$ cat config.mk
export PLATFORM = sky130hd
export DESIGN_NAME = wdss_top
export DESIGN_NICKNAME = d
export VERILOG_FILES = /design/src/logic/wdss_pkg.sv /design/src/logic/wdss_top.sv
export SDC_FILE = /design/constraint.sdc
export NUM_CORES = 1
export LEC_CHECK = 0
export BUFFER_PORTS_ARGS = -buffer_cell sky130_fd_sc_hd__buf_4
export CAP_MARGIN = 20
export CORE_MARGIN = 2
export CORE_UTILIZATION = 45
export CTS_BUF_LIST = sky130_fd_sc_hd__clkbuf_4 sky130_fd_sc_hd__clkbuf_8
export DETAILED_ROUTE_END_ITERATION = 16
export PLACE_DENSITY = 0.69
export SLEW_MARGIN = 20
export SYNTH_ARGS = -nofsm -noshare
export SYNTH_HDL_FRONTEND = slang
export SYNTH_SLANG_ARGS = --single-unit
$ cat constraint.sdc
create_clock -name clk_i -period 3.3 [get_ports clk_i]
set_clock_uncertainty 0.05 [all_clocks]
set_input_delay 0.495 -clock clk_i [delete_from_list [all_inputs] [get_ports clk_i]]
set_output_delay 0.495 -clock clk_i [all_outputs]
set_load 0.005 [all_outputs]
$ cat src/logic/wdss_pkg.sv
package wdss_pkg;
	// ==========================================================
	// register offsets
	localparam logic [3:0] ADDR_CON0  = 4'h0;
	localparam logic [3:0] ADDR_CON1  = 4'h1;
	localparam logic [3:0] ADDR_DBR   = 4'h2;
	localparam logic [3:0] ADDR_DBF   = 4'h3;
	localparam logic [3:0] ADDR_STEER = 4'h4;
	localparam logic [3:0] ADDR_AS0   = 4'h5;
	localparam logic [3:0] ADDR_AS1   = 4'h6;
	// ==========================================================
	// field positions
	localparam int CON0_EN_BIT   = 7;
	localparam int CON0_LD_BIT   = 6;
	localparam int AS0_SHUT_BIT  = 7;
	localparam int AS0_REN_BIT   = 6;
	localparam int AS0_OVERRIDE_LEVEL_BD_LSB  = 4;
	localparam int AS0_OVERRIDE_LEVEL_AC_LSB  = 2;
	localparam int CON1_IN_BIT   = 5;
	// ==========================================================
	// reset values
	localparam logic [7:0] CON0_RST  = 8'h00;
	localparam logic [7:0] AS0_RST   = 8'h14;
	localparam logic [5:0] AS1_RST   = 6'h00;
	localparam logic [5:0] DB_RST    = 6'h00;
	// ==========================================================
	// modes and override encodings
	localparam logic [2:0] MODE_STEER      = 3'h0;
	localparam logic [2:0] MODE_SYNC_STEER = 3'h1;
	localparam logic [2:0] MODE_FWD        = 3'h2;
	localparam logic [2:0] MODE_REV        = 3'h3;
	localparam logic [2:0] MODE_HALF       = 3'h4;
	localparam logic [2:0] MODE_PUSH       = 3'h5;
	localparam logic [1:0] OVR_ONE         = 2'h3;
	localparam logic [1:0] OVR_ZERO        = 2'h2;
	localparam logic [1:0] OVR_TRI         = 2'h1;
	localparam logic [1:0] OVR_INACTIVE    = 2'h0;
endpackage

$ cat src/logic/wdss_top.sv
// Implementation choices: the address-and-strobe port and the address map.
`timescale 1ns/1ps
`default_nettype none
// Function
// - falling dead band delays B/D leading edge
// - disabled: falling value loads at once
// - enabled: load request applies at falling input
// - short input pulse gives no output in half-bridge mode
// - dead band jitter at most one clock
// - direction change waits for rising input
// - direction change: B/D held one dead band
// - steering: selected outputs follow input
// - polarity only on steered outputs
// - shutdown overrides only steered outputs
// - mode 000 steering applies immediately
// - mode 001 steering waits rising edge
// - software shutdown bit forces shutdown
// - active low sources force overrides at once
// - six individually enabled shutdown sources
// - sources level sensitive, hold shutdown
// - keeps running in sleep when enabled
// - override fields set levels, polarity only in inactive
// - manual clear refused while source active
// - auto restart clears when sources idle
// - control zero: enable, load, mode bits
// - load bit cleared by hardware after load
// - dead band counts clocks zero to value
// - override encoding one, zero, tri, inactive
// - disabled module leaves pins untouched
module wdss_top #(
	parameter int DB_W = 6
) (
	input  wire logic       clk_i,
	input  wire logic       rst_i,
	input  wire logic [3:0] addr_i,
	input  wire logic [7:0] wdata_i,
	input  wire logic       wr_i,
	input  wire logic       rd_i,
	output logic      [7:0] rdata_o,
	input  wire logic       mod_in_i,
	input  wire logic       comparator_one_result_i,
	input  wire logic       comparator_two_result_i,
	input  wire logic       timer_two_postscaled_i,
	input  wire logic       timer_four_postscaled_i,
	input  wire logic       timer_six_postscaled_i,
	input  wire logic       external_input_pin_i,
	output logic      [3:0] out_o,
	output logic      [3:0] out_oe_n_o
);
	initial begin
		// counters and registers are built six bits wide
		if (DB_W != 6) $error("DB_W must be 6");
	end

	// ==========================================================
	// input synchronisers, three stages, accept when 2nd==3rd
	localparam int NSRC = 7;
	logic [NSRC-1:0] raw;
	logic [NSRC-1:0] s1_q, s2_q, s3_q, filt_q;
	assign raw = {mod_in_i, external_input_pin_i, timer_six_postscaled_i,
		timer_four_postscaled_i, timer_two_postscaled_i,
		comparator_two_result_i, comparator_one_result_i};
	genvar g;
	generate
		for (g = 0; g < NSRC; g++) begin : g_sync
			always_ff @(posedge clk_i) begin
				if (rst_i) begin
					s1_q[g] <= 1'b1;
					s2_q[g] <= 1'b1;
					s3_q[g] <= 1'b1;
					filt_q[g] <= (g == NSRC-1) ? 1'b0 : 1'b1;
				end else begin
					s1_q[g] <= raw[g];
					s2_q[g] <= s1_q[g];
					s3_q[g] <= s2_q[g];
					if (s2_q[g] == s3_q[g]) filt_q[g] <= s3_q[g];
				end
			end
		end
	endgenerate

	// ==========================================================
	// registers
	logic [7:0] con0_q;
	logic [3:0] pol_q;
	logic [5:0] dbr_q, dbf_q, dbr_act_q, dbf_act_q;
	logic [3:0] steer_q, steer_act_q;
	logic       shut_q, ren_q;
	logic [1:0] override_level_bd_q, override_level_ac_q;
	logic [5:0] as1_q;
	logic       in_q, in_d1_q;

	wire        en     = con0_q[wdss_pkg::CON0_EN_BIT];
	wire        ld     = con0_q[wdss_pkg::CON0_LD_BIT];
	wire  [2:0] mode   = con0_q[2:0];
	wire        steer_m = (mode[2:1] == 2'b00);
	wire        fb_m   = (mode[2:1] == 2'b01);
	wire        rise   = in_q & ~in_d1_q;
	wire        fall   = ~in_q & in_d1_q;
	wire        w_con0 = wr_i && addr_i == wdss_pkg::ADDR_CON0;
	wire        w_as0  = wr_i && addr_i == wdss_pkg::ADDR_AS0;
	wire        w_con1  = wr_i && addr_i == wdss_pkg::ADDR_CON1;
	wire        w_dbr   = wr_i && addr_i == wdss_pkg::ADDR_DBR;
	wire        w_dbf   = wr_i && addr_i == wdss_pkg::ADDR_DBF;
	wire        w_steer = wr_i && addr_i == wdss_pkg::ADDR_STEER;
	wire        w_as1   = wr_i && addr_i == wdss_pkg::ADDR_AS1;
	// sources are active low; each enabled separately
	wire  [5:0] src_act = ~filt_q[5:0] & as1_q;
	wire        src_any = |src_act;
	// a software clear is refused while any enabled source is low
	wire        sw_clr  = w_as0 && !wdata_i[wdss_pkg::AS0_SHUT_BIT];
	wire        shut_d  = src_any ? 1'b1
		: (w_as0 && wdata_i[wdss_pkg::AS0_SHUT_BIT]) ? 1'b1
		: (sw_clr || ren_q) ? 1'b0
		: shut_q;

	always_ff @(posedge clk_i) begin
		if (rst_i) begin
			in_q <= 1'b0;
			in_d1_q <= 1'b0;
		end else begin
			in_q <= filt_q[NSRC-1];
			in_d1_q <= in_q;
		end
	end

	always_ff @(posedge clk_i) begin
		if (rst_i) begin
			con0_q <= wdss_pkg::CON0_RST;
		end else if (w_con0) begin
			// load request only accepted once already enabled
			con0_q <= {wdata_i[7], wdata_i[6] & en, 3'h0, wdata_i[2:0]};
		end else if (ld && fall) begin
			con0_q[wdss_pkg::CON0_LD_BIT] <= 1'b0;
		end
	end

	always_ff @(posedge clk_i) begin
		if (rst_i) begin
			shut_q <= 1'b0;
		end else begin
			shut_q <= shut_d;
		end
	end

	always_ff @(posedge clk_i) begin
		if (rst_i) begin
			pol_q <= 4'h0;
		end else if (w_con1) begin
			pol_q <= wdata_i[3:0];
		end
	end

	always_ff @(posedge clk_i) begin
		if (rst_i) begin
			dbr_q <= wdss_pkg::DB_RST;
		end else if (w_dbr) begin
			dbr_q <= wdata_i[5:0];
		end
	end

	always_ff @(posedge clk_i) begin
		if (rst_i) begin
			dbf_q <= wdss_pkg::DB_RST;
		end else if (w_dbf) begin
			dbf_q <= wdata_i[5:0];
		end
	end

	always_ff @(posedge clk_i) begin
		if (rst_i) begin
			steer_q <= 4'h0;
		end else if (w_steer) begin
			steer_q <= wdata_i[3:0];
		end
	end

	always_ff @(posedge clk_i) begin
		if (rst_i) begin
			ren_q <= 1'b0;
			override_level_bd_q <= wdss_pkg::AS0_RST[5:4];
			override_level_ac_q <= wdss_pkg::AS0_RST[3:2];
		end else if (w_as0) begin
			ren_q <= wdata_i[wdss_pkg::AS0_REN_BIT];
			override_level_bd_q <= wdata_i[5:4];
			override_level_ac_q <= wdata_i[3:2];
		end
	end

	always_ff @(posedge clk_i) begin
		if (rst_i) begin
			as1_q <= wdss_pkg::AS1_RST;
		end else if (w_as1) begin
			as1_q <= wdata_i[5:0];
		end
	end

	// double buffered dead band values
	always_ff @(posedge clk_i) begin
		if (rst_i) begin
			dbr_act_q <= wdss_pkg::DB_RST;
			dbf_act_q <= wdss_pkg::DB_RST;
		end else if (!en) begin
			dbr_act_q <= dbr_q;
			dbf_act_q <= dbf_q;
		end else if (ld && fall) begin
			dbr_act_q <= dbr_q;
			dbf_act_q <= dbf_q;
		end
	end

	// steering: mode 000 tracks at once, 001 waits for rising input
	always_ff @(posedge clk_i) begin
		if (rst_i) begin
			steer_act_q <= 4'h0;
		end else if (mode == wdss_pkg::MODE_STEER || !en) begin
			steer_act_q <= steer_q;
		end else if (rise) begin
			steer_act_q <= steer_q;
		end
	end

	// ==========================================================
	// shutdown hold: overrides stay until rising edge after clear
	logic ovr_q;
	always_ff @(posedge clk_i) begin
		if (rst_i) begin
			ovr_q <= 1'b0;
		end else if (shut_d) begin
			ovr_q <= 1'b1;
		end else if (rise) begin
			ovr_q <= 1'b0;
		end
	end

	// ==========================================================
	// direction latched at rising input, push-pull phase
	logic dir_q, dir_chg_q, pp_q;
	always_ff @(posedge clk_i) begin
		if (rst_i) begin
			dir_q <= 1'b0;
			dir_chg_q <= 1'b0;
			pp_q <= 1'b1;
		end else begin
			if (rise) begin
				dir_q <= mode[0];
				dir_chg_q <= (mode[0] != dir_q) && fb_m;
			end
			// toggling on the fall keeps the whole high phase on one side
			if (fall) pp_q <= ~pp_q;
			if (!en || ovr_q) pp_q <= 1'b1;
		end
	end

	// ==========================================================
	// dead band timers: count from zero up to the value
	logic [5:0] cnt_r_q, cnt_f_q;
	logic       del_r_q, del_f_q;
	always_ff @(posedge clk_i) begin
		if (rst_i) begin
			cnt_r_q <= 6'h0;
			cnt_f_q <= 6'h0;
			del_r_q <= 1'b0;
			del_f_q <= 1'b0;
		end else begin
			// restarts on each edge, so a short pulse never matures
			if (!in_q) begin
				cnt_r_q <= 6'h0;
				del_r_q <= 1'b0;
			end else if (cnt_r_q >= dbr_act_q) begin
				del_r_q <= 1'b1;
			end else begin
				cnt_r_q <= cnt_r_q + 6'h1;
			end
			if (in_q) begin
				cnt_f_q <= 6'h0;
				del_f_q <= 1'b0;
			end else if (cnt_f_q >= dbf_act_q) begin
				del_f_q <= 1'b1;
			end else begin
				cnt_f_q <= cnt_f_q + 6'h1;
			end
		end
	end

	// falling dead band value times the high phase after a turn to forward
	logic [5:0] cnt_h_q;
	logic       del_h_q;
	always_ff @(posedge clk_i) begin
		if (rst_i || !in_q) begin
			cnt_h_q <= 6'h0;
			del_h_q <= 1'b0;
		end else if (cnt_h_q >= dbf_act_q) begin
			del_h_q <= 1'b1;
		end else begin
			cnt_h_q <= cnt_h_q + 6'h1;
		end
	end

	// ==========================================================
	// waveform per mode, true-level before polarity
	logic [3:0] wave;
	// the rise cycle must already show the new direction
	wire        dir_now = rise ? mode[0] : dir_q;
	wire        chg_now = rise ? ((mode[0] != dir_q) && fb_m) : dir_chg_q;
	always_comb begin
		wave = 4'h0;
		case (mode)
			wdss_pkg::MODE_HALF: wave = {~in_q & del_f_q, in_q & del_r_q,
				~in_q & del_f_q, in_q & del_r_q};
			wdss_pkg::MODE_PUSH: wave = {in_q & ~pp_q, in_q & pp_q, in_q & ~pp_q, in_q & pp_q};
			// forward: A on, D modulated; reverse: C on, B modulated
			wdss_pkg::MODE_FWD, wdss_pkg::MODE_REV: wave = dir_now ?
				{1'b0, 1'b1, in_q & (chg_now ? del_r_q : 1'b1), 1'b0}
				: {in_q & (chg_now ? del_h_q : 1'b1), 1'b0, 1'b0, 1'b1};
			default: wave = {4{in_q}} & steer_act_q;
		endcase
	end

	// ==========================================================
	// output stage
	logic [3:0] lvl, oe_n;
	generate
		for (g = 0; g < 4; g++) begin : g_out
			wire [1:0] ovr = (g % 2 == 1) ? override_level_bd_q : override_level_ac_q;
			wire hit = ovr_q && (!steer_m || steer_act_q[g]);
			wire fixed = steer_m && !steer_act_q[g];
			always_comb begin
				oe_n[g] = 1'b0;
				lvl[g] = fixed ? 1'b0 : (wave[g] ^ pol_q[g]);
				if (hit) begin
					case (ovr)
						wdss_pkg::OVR_ONE:  lvl[g] = 1'b1;
						wdss_pkg::OVR_ZERO: lvl[g] = 1'b0;
						wdss_pkg::OVR_TRI:  oe_n[g] = 1'b1;
						default:            lvl[g] = pol_q[g];
					endcase
				end
				if (!en) begin
					oe_n[g] = 1'b1;
					lvl[g] = 1'b0;
				end
			end
		end
	endgenerate

	// runs on clk_i alone, so sleep only stops it if clk_i stops
	always_ff @(posedge clk_i) begin
		if (rst_i) begin
			out_o <= 4'h0;
			out_oe_n_o <= 4'hf;
		end else begin
			out_o <= lvl;
			out_oe_n_o <= oe_n;
		end
	end

	// ==========================================================
	// read port, data one cycle after strobe
	logic [7:0] rmux;
	always_comb begin
		case (addr_i)
			wdss_pkg::ADDR_CON0:  rmux = con0_q;
			wdss_pkg::ADDR_CON1:  rmux = {2'h0, in_q, 1'b0, pol_q};
			wdss_pkg::ADDR_DBR:   rmux = {2'h0, dbr_q};
			wdss_pkg::ADDR_DBF:   rmux = {2'h0, dbf_q};
			wdss_pkg::ADDR_STEER: rmux = {4'h0, steer_q};
			wdss_pkg::ADDR_AS0:   rmux = {shut_q, ren_q, override_level_bd_q, override_level_ac_q, 2'h0};
			wdss_pkg::ADDR_AS1:   rmux = {2'h2, as1_q};
			default:              rmux = 8'h00;
		endcase
	end
	always_ff @(posedge clk_i) begin
		if (rst_i) rdata_o <= 8'h00;
		else if (rd_i) rdata_o <= rmux;
		else rdata_o <= 8'h00;
	end
endmodule
`default_nettype wire

# == After elaboration in Yosys (flattened, before gate mapping) ==
# Index checks and enable logic that the tools add are counted.
# word_totals
regBits,124
inputBits,23
output_inout_bits,16
# op_classes
n_addsub,3
magnitude_cmp,3
eq_ne,26
n_mux,38
bitwise_logic,21
reduce_logical,48
# op_table
cell,n
8-bit one-hot mux with 7 select lines,1
1-bit 2-to-1 mux,25
6-bit 2-to-1 mux,4
1-bit logical AND,19
"6-bit by 1-bit adder with 6-bit output, second input constant",3
6-bit >= comparator,3
"4-bit by 3-bit equality test with 1-bit output, second input constant",3
4-bit 2-to-1 mux,3
1-bit one-hot mux with 3 select lines,4
4-bit one-hot mux with 3 select lines,1
2-bit OR reduction,6
1-bit AND,9
"2-bit equality test, second input constant",4
"4-bit by 2-bit equality test with 1-bit output, second input constant",2
1-bit zero test,8
1-bit logical OR,8
1-bit equality test,7
6-bit AND,1
"2-bit by 1-bit equality test with 1-bit output, second input constant",3
"3-bit by 2-bit equality test with 1-bit output, second input constant",2
"3-bit equality test, second input constant",2
6-bit NOT,1
2-bit nonzero test,3
6-bit OR reduction,1
other kinds (9),16

# == Depth between registers and ports, before layout ==
# Gate-level depths: netlist (run 1).
# depth
ltp_word,11
depth_mapped,8
ltp_nobuf,7

# == Worst setup path after synthesis (run 1) ==
# OpenSTA, ideal clock, no wires.
# synth_timing
path_kind,flip-flop to flip-flop
start,register cnt_f_q[0]
end,register cnt_f_q[4]
setup_time_ps,70
arrival_ps,1850
required_ps,3180
slack_ps,1330
stages_incl_launch_ff,8
path_cell_list,dfxtp_1 > inv_1 > ha_1 > nand2b_1 > a2111oi_2 > o21ai_1 > or4_1 > a21oi_1
# synth_via
elab_chain_len,1
elab_cells_between_ends,2
classes_between,add/sub (1); order compare (1)
# synth_rtl
element,line,text
from (decl),wdss_top.sv:257,"logic [5:0] cnt_r_q, cnt_f_q;"
from (signal assigned),wdss_top.sv:281,cnt_f_q <= cnt_f_q + 6'h1;
6-bit by 1-bit adder with 6-bit output / 6-bit >= comparator (equally long branches),"wdss_top.sv:281, wdss_top.sv:278",
# Several ways; a longest one is shown, not always the timed one.
# A chain may end at the register's enable or synchronous reset.

# == Worst setup path in the final report (run 1) ==
# Same ends and word-level chain as after synthesis.

==> results of run 1 <==
-- cells in the mapped netlist (3+ instances only) --
cell        n  area (µm²)
o22ai_1     3        18.8
clkbuf_1   20        75.1
xnor2_1     4        35.0
mux2i_1    37         370
nand2_1    40         150
o21ai_0    19        95.1
o31ai_1     5        37.5
or3_1      12        75.1
a21oi_1    46         230
o21bai_1    6        45.0
buf_1       3        11.3
a221oi_1    3        26.3
nor3b_1     4        30.0
nand3b_1    5        37.5
nor2_1     92         345
nor2b_1    11        68.8
nand2b_1    8        50.1
o211ai_1    6        45.0
or4_1       5        37.5
a22oi_1     6        45.0
or2_2      23         144
dfxtp_1   124        2480
ha_1       21         263
o21a_1      4        30.0
inv_1      26        97.6
buf_2       6        30.0
mux2_2      7        78.8
nand3_1    21         105
-- logic make-up (layout without fill, tap and decap cells) --
logic type | Yosys count | count (layout) | synth area share (%)
mux | 45 | 45 | 8.51
compound gates | 121 | 121 | 14.6
simple gates | 242 | 242 | 22.2
flops | 124 | 124 | 44.8
xor+xnor | 6 | 6 | 0.948
fa+ha+maj | 21 | 21 | 4.74
buf+inv | 57 | 98 | 4.20
-- cells in the final DEF (no fill, tap or decap), types with 3 or more instances in the layout --
cell type   Yosys  routed
or3_1          12      12
clkbuf_8        0      21
xnor2_1         4       4
bufinv_16       0       3
or4_1           5       5
o21a_1          4       4
a21oi_1        46      46
a221oi_1        3       3
nand3b_1        5       5
a22oi_1         6       6
mux2_2          7       7
o211ai_1        6       6
nand2_1        40      40
nand3_1        21      21
nand2b_1        8       8
nor2_1         92      92
dfxtp_1       124     124
o21ai_0        19      19
inv_1          26      26
nor2b_1        11      11
clkinvlp_4      0       3
o21bai_1        6       6
o31ai_1         5       4
nor3b_1         4       4
ha_1           21      21
o22ai_1         3       3
mux2i_1        37      37
or2_2          23      23
buf_4           1      40
-- final timing paths --
path                     end  cells past startpoint                   start
hold / removal       s1_q[2]                      2  timer_two_postscaled_i
setup / recovery  cnt_f_q[4]                      7              cnt_f_q[0]
setup reg to reg  cnt_f_q[4]                      7              cnt_f_q[0]
hold reg to reg      s2_q[5]                      1                 s1_q[5]
-- cell type report --
type / instances / area (µm²) / area share, %
multi-input combinational: 435 / 2840 / 44.7
tap: 147 / 184 / 2.90
clock buffer: 23 / 304 / 4.80
clock inverter: 9 / 135 / 2.13
inverter: 26 / 97.6 / 1.54
sequential: 124 / 2480 / 39.2
timing repair buffer: 40 / 300 / 4.74
-- stage by stage --
step	hold slack, ns	area (µm²)
after floorplan	0.339	5550
final	0.188	6340
after global placement	0.345	5890
after CTS	0.161	6330
after global routing	0.159	6340
after detailed placement	0.344	5890
-- critical path, cell delays in order, from the launching register on --
cell,delay [ns]
dfxtp_1,0.40
inv_1,0.06
ha_1,0.26
nand2b_1,0.16
a2111oi_2,0.38
o21ai_1,0.33
or4_1,0.55
a21oi_1,0.15
-- power groups by stage --
stage               Sequential (µW)  Combinational (µW)  Clock (µW)
floorplan                      1560                 101           0
global placement               1570                 141           0
detailed placement             1570                 145           0
CTS                            1540                 145        1470
global route                   1540                 160        1550
finish                         1540                 145        1440
-- metal layers --
| layer | global-route usage, % | share of wire [%] |
|---|---|---|
| met5 | 0 | 0 |
| met4 | 7.87 | 1.6 |
| met3 | 5.69 | 4.7 |
| met2 | 32.4 | 47 |
| met1 | 25.6 | 47 |
-- flip-flops by register name (all words and copies together) (netlist names), 7 cells and up --
| signal | count |
|---|---|
| filt_q | 7 |
| rdata_o | 8 |
| s1_q | 7 |
| s2_q | 7 |
| s3_q | 7 |
==> results_dict.tcl, run 1 <==
set metrics [dict create \
    grt_overflow 0 \
    worstSetupPathType "reg2reg" \
    synth-seq-area-share_pct 44.8 \
    outcome "finished clean" \
    max_cap_viol_count 0 \
    tns_ns 0 \
    ys.flop_type "dfxtp_1" \
    viasPerCell 5.49 \
    antenna_found_initial 0 \
    relSlewSlack_pct 45.8 \
    p_int_uw 2430 \
    dieWidth_um 115 \
    fmax_mhz 414 \
    ctsHtreeMaxLevel 4 \
    synth_area_um2 5550 \
    drive_above_1_share_pct 17.7 \
    p_per_area_nw_per_um2 494 \
    dp.cells 772 \
    cts_buffers 17 \
    worstSetupStartpointType "register" \
    power.switching_uw 705 \
    hpwl_mm 8.74 \
    synth.distinct_cells 64 \
    drt-initial-drc-count 229 \
    period_needed_ns 2.42 \
    swShare_pct 22.5 \
    diodes 0 \
    comb_power_share_pct 4.6 \
    place_ws_ns 0.909 \
    finalPower_uw 3130 \
    final_nets 688 \
    irDropWorstVdd_v 0.000367 \
    grt_setup_unrepaired "false" \
    worst_slew_pin_slew_ns 0.814 \
    clk_latency_ns 0.44 \
    total_leakage_power_uw 0.00244 \
    synth_area_per_cell_um2 9.00 \
    core_area_um2 12000 \
    crit_fanout 13 \
    hold_path_class "in2reg" \
    arrival_ns 2.73 \
    hold_buffers 0 \
    grt_usage_pct 20.1 \
    final_cells 804 \
    io_pins 39 \
    drt_wl_total_mm 12.4 \
    postCtsSetupBuffers 0 \
    design.die.area_um2 13200 \
    rrSetupSlack_ns 0.88 \
    synth_async_sr_flop_share_pct 0 \
    cts.sinks 124 \
    ant_nets 0 \
    grt_pass1_vias 4209 \
    synth_edf_count 0 \
    rows 40 \
    power_frac_seq_pct 49.2 \
    required_ns 3.61 \
    cts.path.max_buffers 2 \
    post_drt_wl_per_cell_um 15.5 \
    final.period_utilization_pct 73.2 \
    clkPwrFrac_pct 46.1 \
    synth_fp_nets 660 \
    finalHoldViolations 0 \
    die_h_um 115 \
    grt_max_degree 92 \
    cts_tree "yes" \
    ys.warnings.count 0 \
    port_buffers 38 \
    finish.utilization_pct 52.8 \
    grt_pass1_wl_mm 20.6 \
    drc 0 \
    finalMaxSlewViolations 0 \
    initial_core_util_pct 46.2 \
    setup_viol 0 \
    cp-end-kind "register" \
    postSynthCellCount 616 \
    clk_pin_slew_worst_paths_ns 0.07 \
    setup_slack_ns 0.884 \
    clockRootBuffer "clkbuf_8" \
    fillers 1117 \
    synth-seq-cells 124 \
    area_growth_syn_to_layout_pct 14.3 \
    vias 4411 \
    cts_repair_resize_count 0 \
    firstDrtPassIters 4 \
    place.gp.congestion 0.854 \
]
(Power assumes the default switching activity.)
==> inputs of run 2 (changes only) <==
==> constraint.sdc (replaced) <==
create_clock -name clk_i -period 2.4 [get_ports clk_i]
set_clock_uncertainty 0.05 [all_clocks]
set_input_delay 0.36 -clock clk_i [delete_from_list [all_inputs] [get_ports clk_i]]
set_output_delay 0.36 -clock clk_i [all_outputs]
set_load 0.005 [all_outputs]
==> run 2 against run 1 <==
Compared with the run above:
- first-iteration DRC count is 18% higher
- core utilization up 0.45 points
- die area unchanged
- non-clock buffer count rose by 7
- wire length shrank 0.11%
- sequential share of layout area decreased by 0.33 points
- global-route usage is essentially flat
- combinational power increased by 47%
- fmax grew 14%
- largest power group unchanged
==> results_dict.tcl, run 2 (same netlist as run 1, synthesis figures left out) <==
set metrics [dict create \
    crit_fanout 10 \
    drc 0 \
    worstSetupPathType "reg2reg" \
    dieWidth_um 115 \
    grt_pass1_vias 4264 \
    initial_core_util_pct 46.2 \
    grt_max_degree 35 \
    post_drt_wl_per_cell_um 15.3 \
    firstDrtPassIters 5 \
    grt_setup_unrepaired "false" \
    arrival_ns 2.44 \
    clockRootBuffer "clkbuf_8" \
    min_path_cells 2 \
    outcome "finished clean" \
    fillers 1110 \
    irDropWorstVdd_v 0.000476 \
    place_area_um2 5950 \
    final.period_utilization_pct 88.4 \
    total_leakage_power_uw 0.00247 \
    fmax_mhz 472 \
    final_cell_mix "dfxtp_1 (124), nor2_1 (92), buf_4 (47), a21oi_1 (46), nand2_1 (40)" \
    place.gp.congestion 0.882 \
    r2r_start "cnt_f_q[0]" \
    io_pins 39 \
    relSlewSlack_pct 50.4 \
    regArea_um2 2480 \
    worst_slew_pin_slew_ns 0.740 \
    grt_pass1_wl_mm 20.8 \
    design_area_um2 6390 \
    p_per_area_nw_per_um2 681 \
    largest_reg_flops 8 \
    required_ns 2.72 \
    cts.sinks 124 \
    cts_tree "yes" \
    ant_nets 0 \
    drive_above_1_share_pct 18.5 \
    setup_viol 0 \
    vias 4452 \
    diodes 0 \
    core_area_um2 12000 \
    hpwl_mm 8.91 \
    min-delay-start "timer_two_postscaled_i" \
    r2r_end "cnt_f_q[3]" \
    worstSetupStartpointType "register" \
    drt-initial-drc-count 271 \
    cts.path.max_buffers 2 \
    port_buffers 38 \
    rows 40 \
    rrSetupSlack_ns 0.28 \
    multi_input_area_um2 2840 \
    final_nets 695 \
    cts_buffers 17 \
    finish.utilization_pct 53.2 \
    reg2regPathDepth 8 \
    design.die.area_um2 13200 \
    drt_wl_total_mm 12.4 \
    postCtsSetupBuffers 0 \
    grt_overflow 0 \
    grt_usage_pct 20.1 \
    hold_path_class "in2reg" \
    antenna_found_initial 0 \
    viasPerCell 5.49 \
    area_growth_syn_to_layout_pct 15.3 \
    dp.cells 779 \
    finalHoldViolations 0 \
    max_flop_register "rdata_o" \
    ctsHtreeMaxLevel 4 \
    finalMaxSlewViolations 0 \
    tns_ns 0 \
    max_cap_viol_count 0 \
    final_cells 811 \
    cp-end-kind "register" \
    clk_latency_ns 0.44 \
    period_needed_ns 2.12 \
    final_common_cell "dfxtp_1" \
    holdPathEnd "s1_q[2]" \
    clk_pin_slew_worst_paths_ns 0.08 \
    die_h_um 115 \
]
## run 2: cell types whose count changed in the layout (fill, tap and decap cells not counted)
cell,delta
buf_4,+7
bufinv_16,+1
clkbuf_4,-2
inv_6,+2
clkbuf_8,-3
clkinv_2,+2
## run 2: critical path, cell delays in order, from the launching register on
cell       delay, ns
dfxtp_1         0.39
inv_1           0.07
ha_1            0.26
nand2b_1        0.16
a2111oi_2       0.34
o21ai_1         0.16
buf_4           0.19
or3_1           0.30
a21oi_1         0.14
## run 2: worst max path at each step
stage,to,cells past startpoint,slack (ns),from
floorplan,cnt_f_q[4],7,0.43,cnt_f_q[0]
finish,cnt_f_q[3],8,0.28,cnt_f_q[0]
CTS,cnt_f_q[2],8,0.27,cnt_f_q[0]
global route,cnt_f_q[2],8,0.09,cnt_f_q[0]
global placement,cnt_r_q[1],7,0.22,cnt_r_q[0]
detailed placement,cnt_r_q[5],7,-0.0005,cnt_r_q[0]
## run 2: timing repair
action	4_1_cts	5_1_grt
setup endpoints to repair	1	0
gates resized for setup	1	0
hold buffers	0	0
## run 2: final cells by class
cell class              count  area share, %
inverters                  26           1.53
flip-flops and latches    124           38.8
clock buffers              18           3.88
clock inverters            14           3.01
repair buffers             47           5.52
well taps                 147           2.88
multi-input cells         435           44.4
## run 2: power by group
part | switching (µW) | total, µW | internal (µW)
Combinational | 123 | 213 | 89.4
Sequential | 24.4 | 2110 | 2090
Clock | 862 | 2020 | 1160
## run 2: stage by stage
| stage | setup slack [ns] | hold WS (ns) | total power, µW |
|---|---|---|---|
| global route | 0.0903 | 0.0299 | 4500 |
| CTS | 0.270 | 0.0263 | 4390 |
| floorplan | 0.430 | 0.339 | 2290 |
| finish | 0.279 | 0.0510 | 4350 |
| global placement | 0.220 | 0.345 | 2370 |
| detailed placement | -0.000548 | 0.343 | 2370 |
## run 2: metal layers
metal	share of wire [%]	vias to the layer above	global-route usage [%]
li1	-	2211	-
met1	45	2084	25.8
met2	47	136	32.3
met3	6.6	21	5.59
met4	1.8	0	7.79
met5	0	-	0
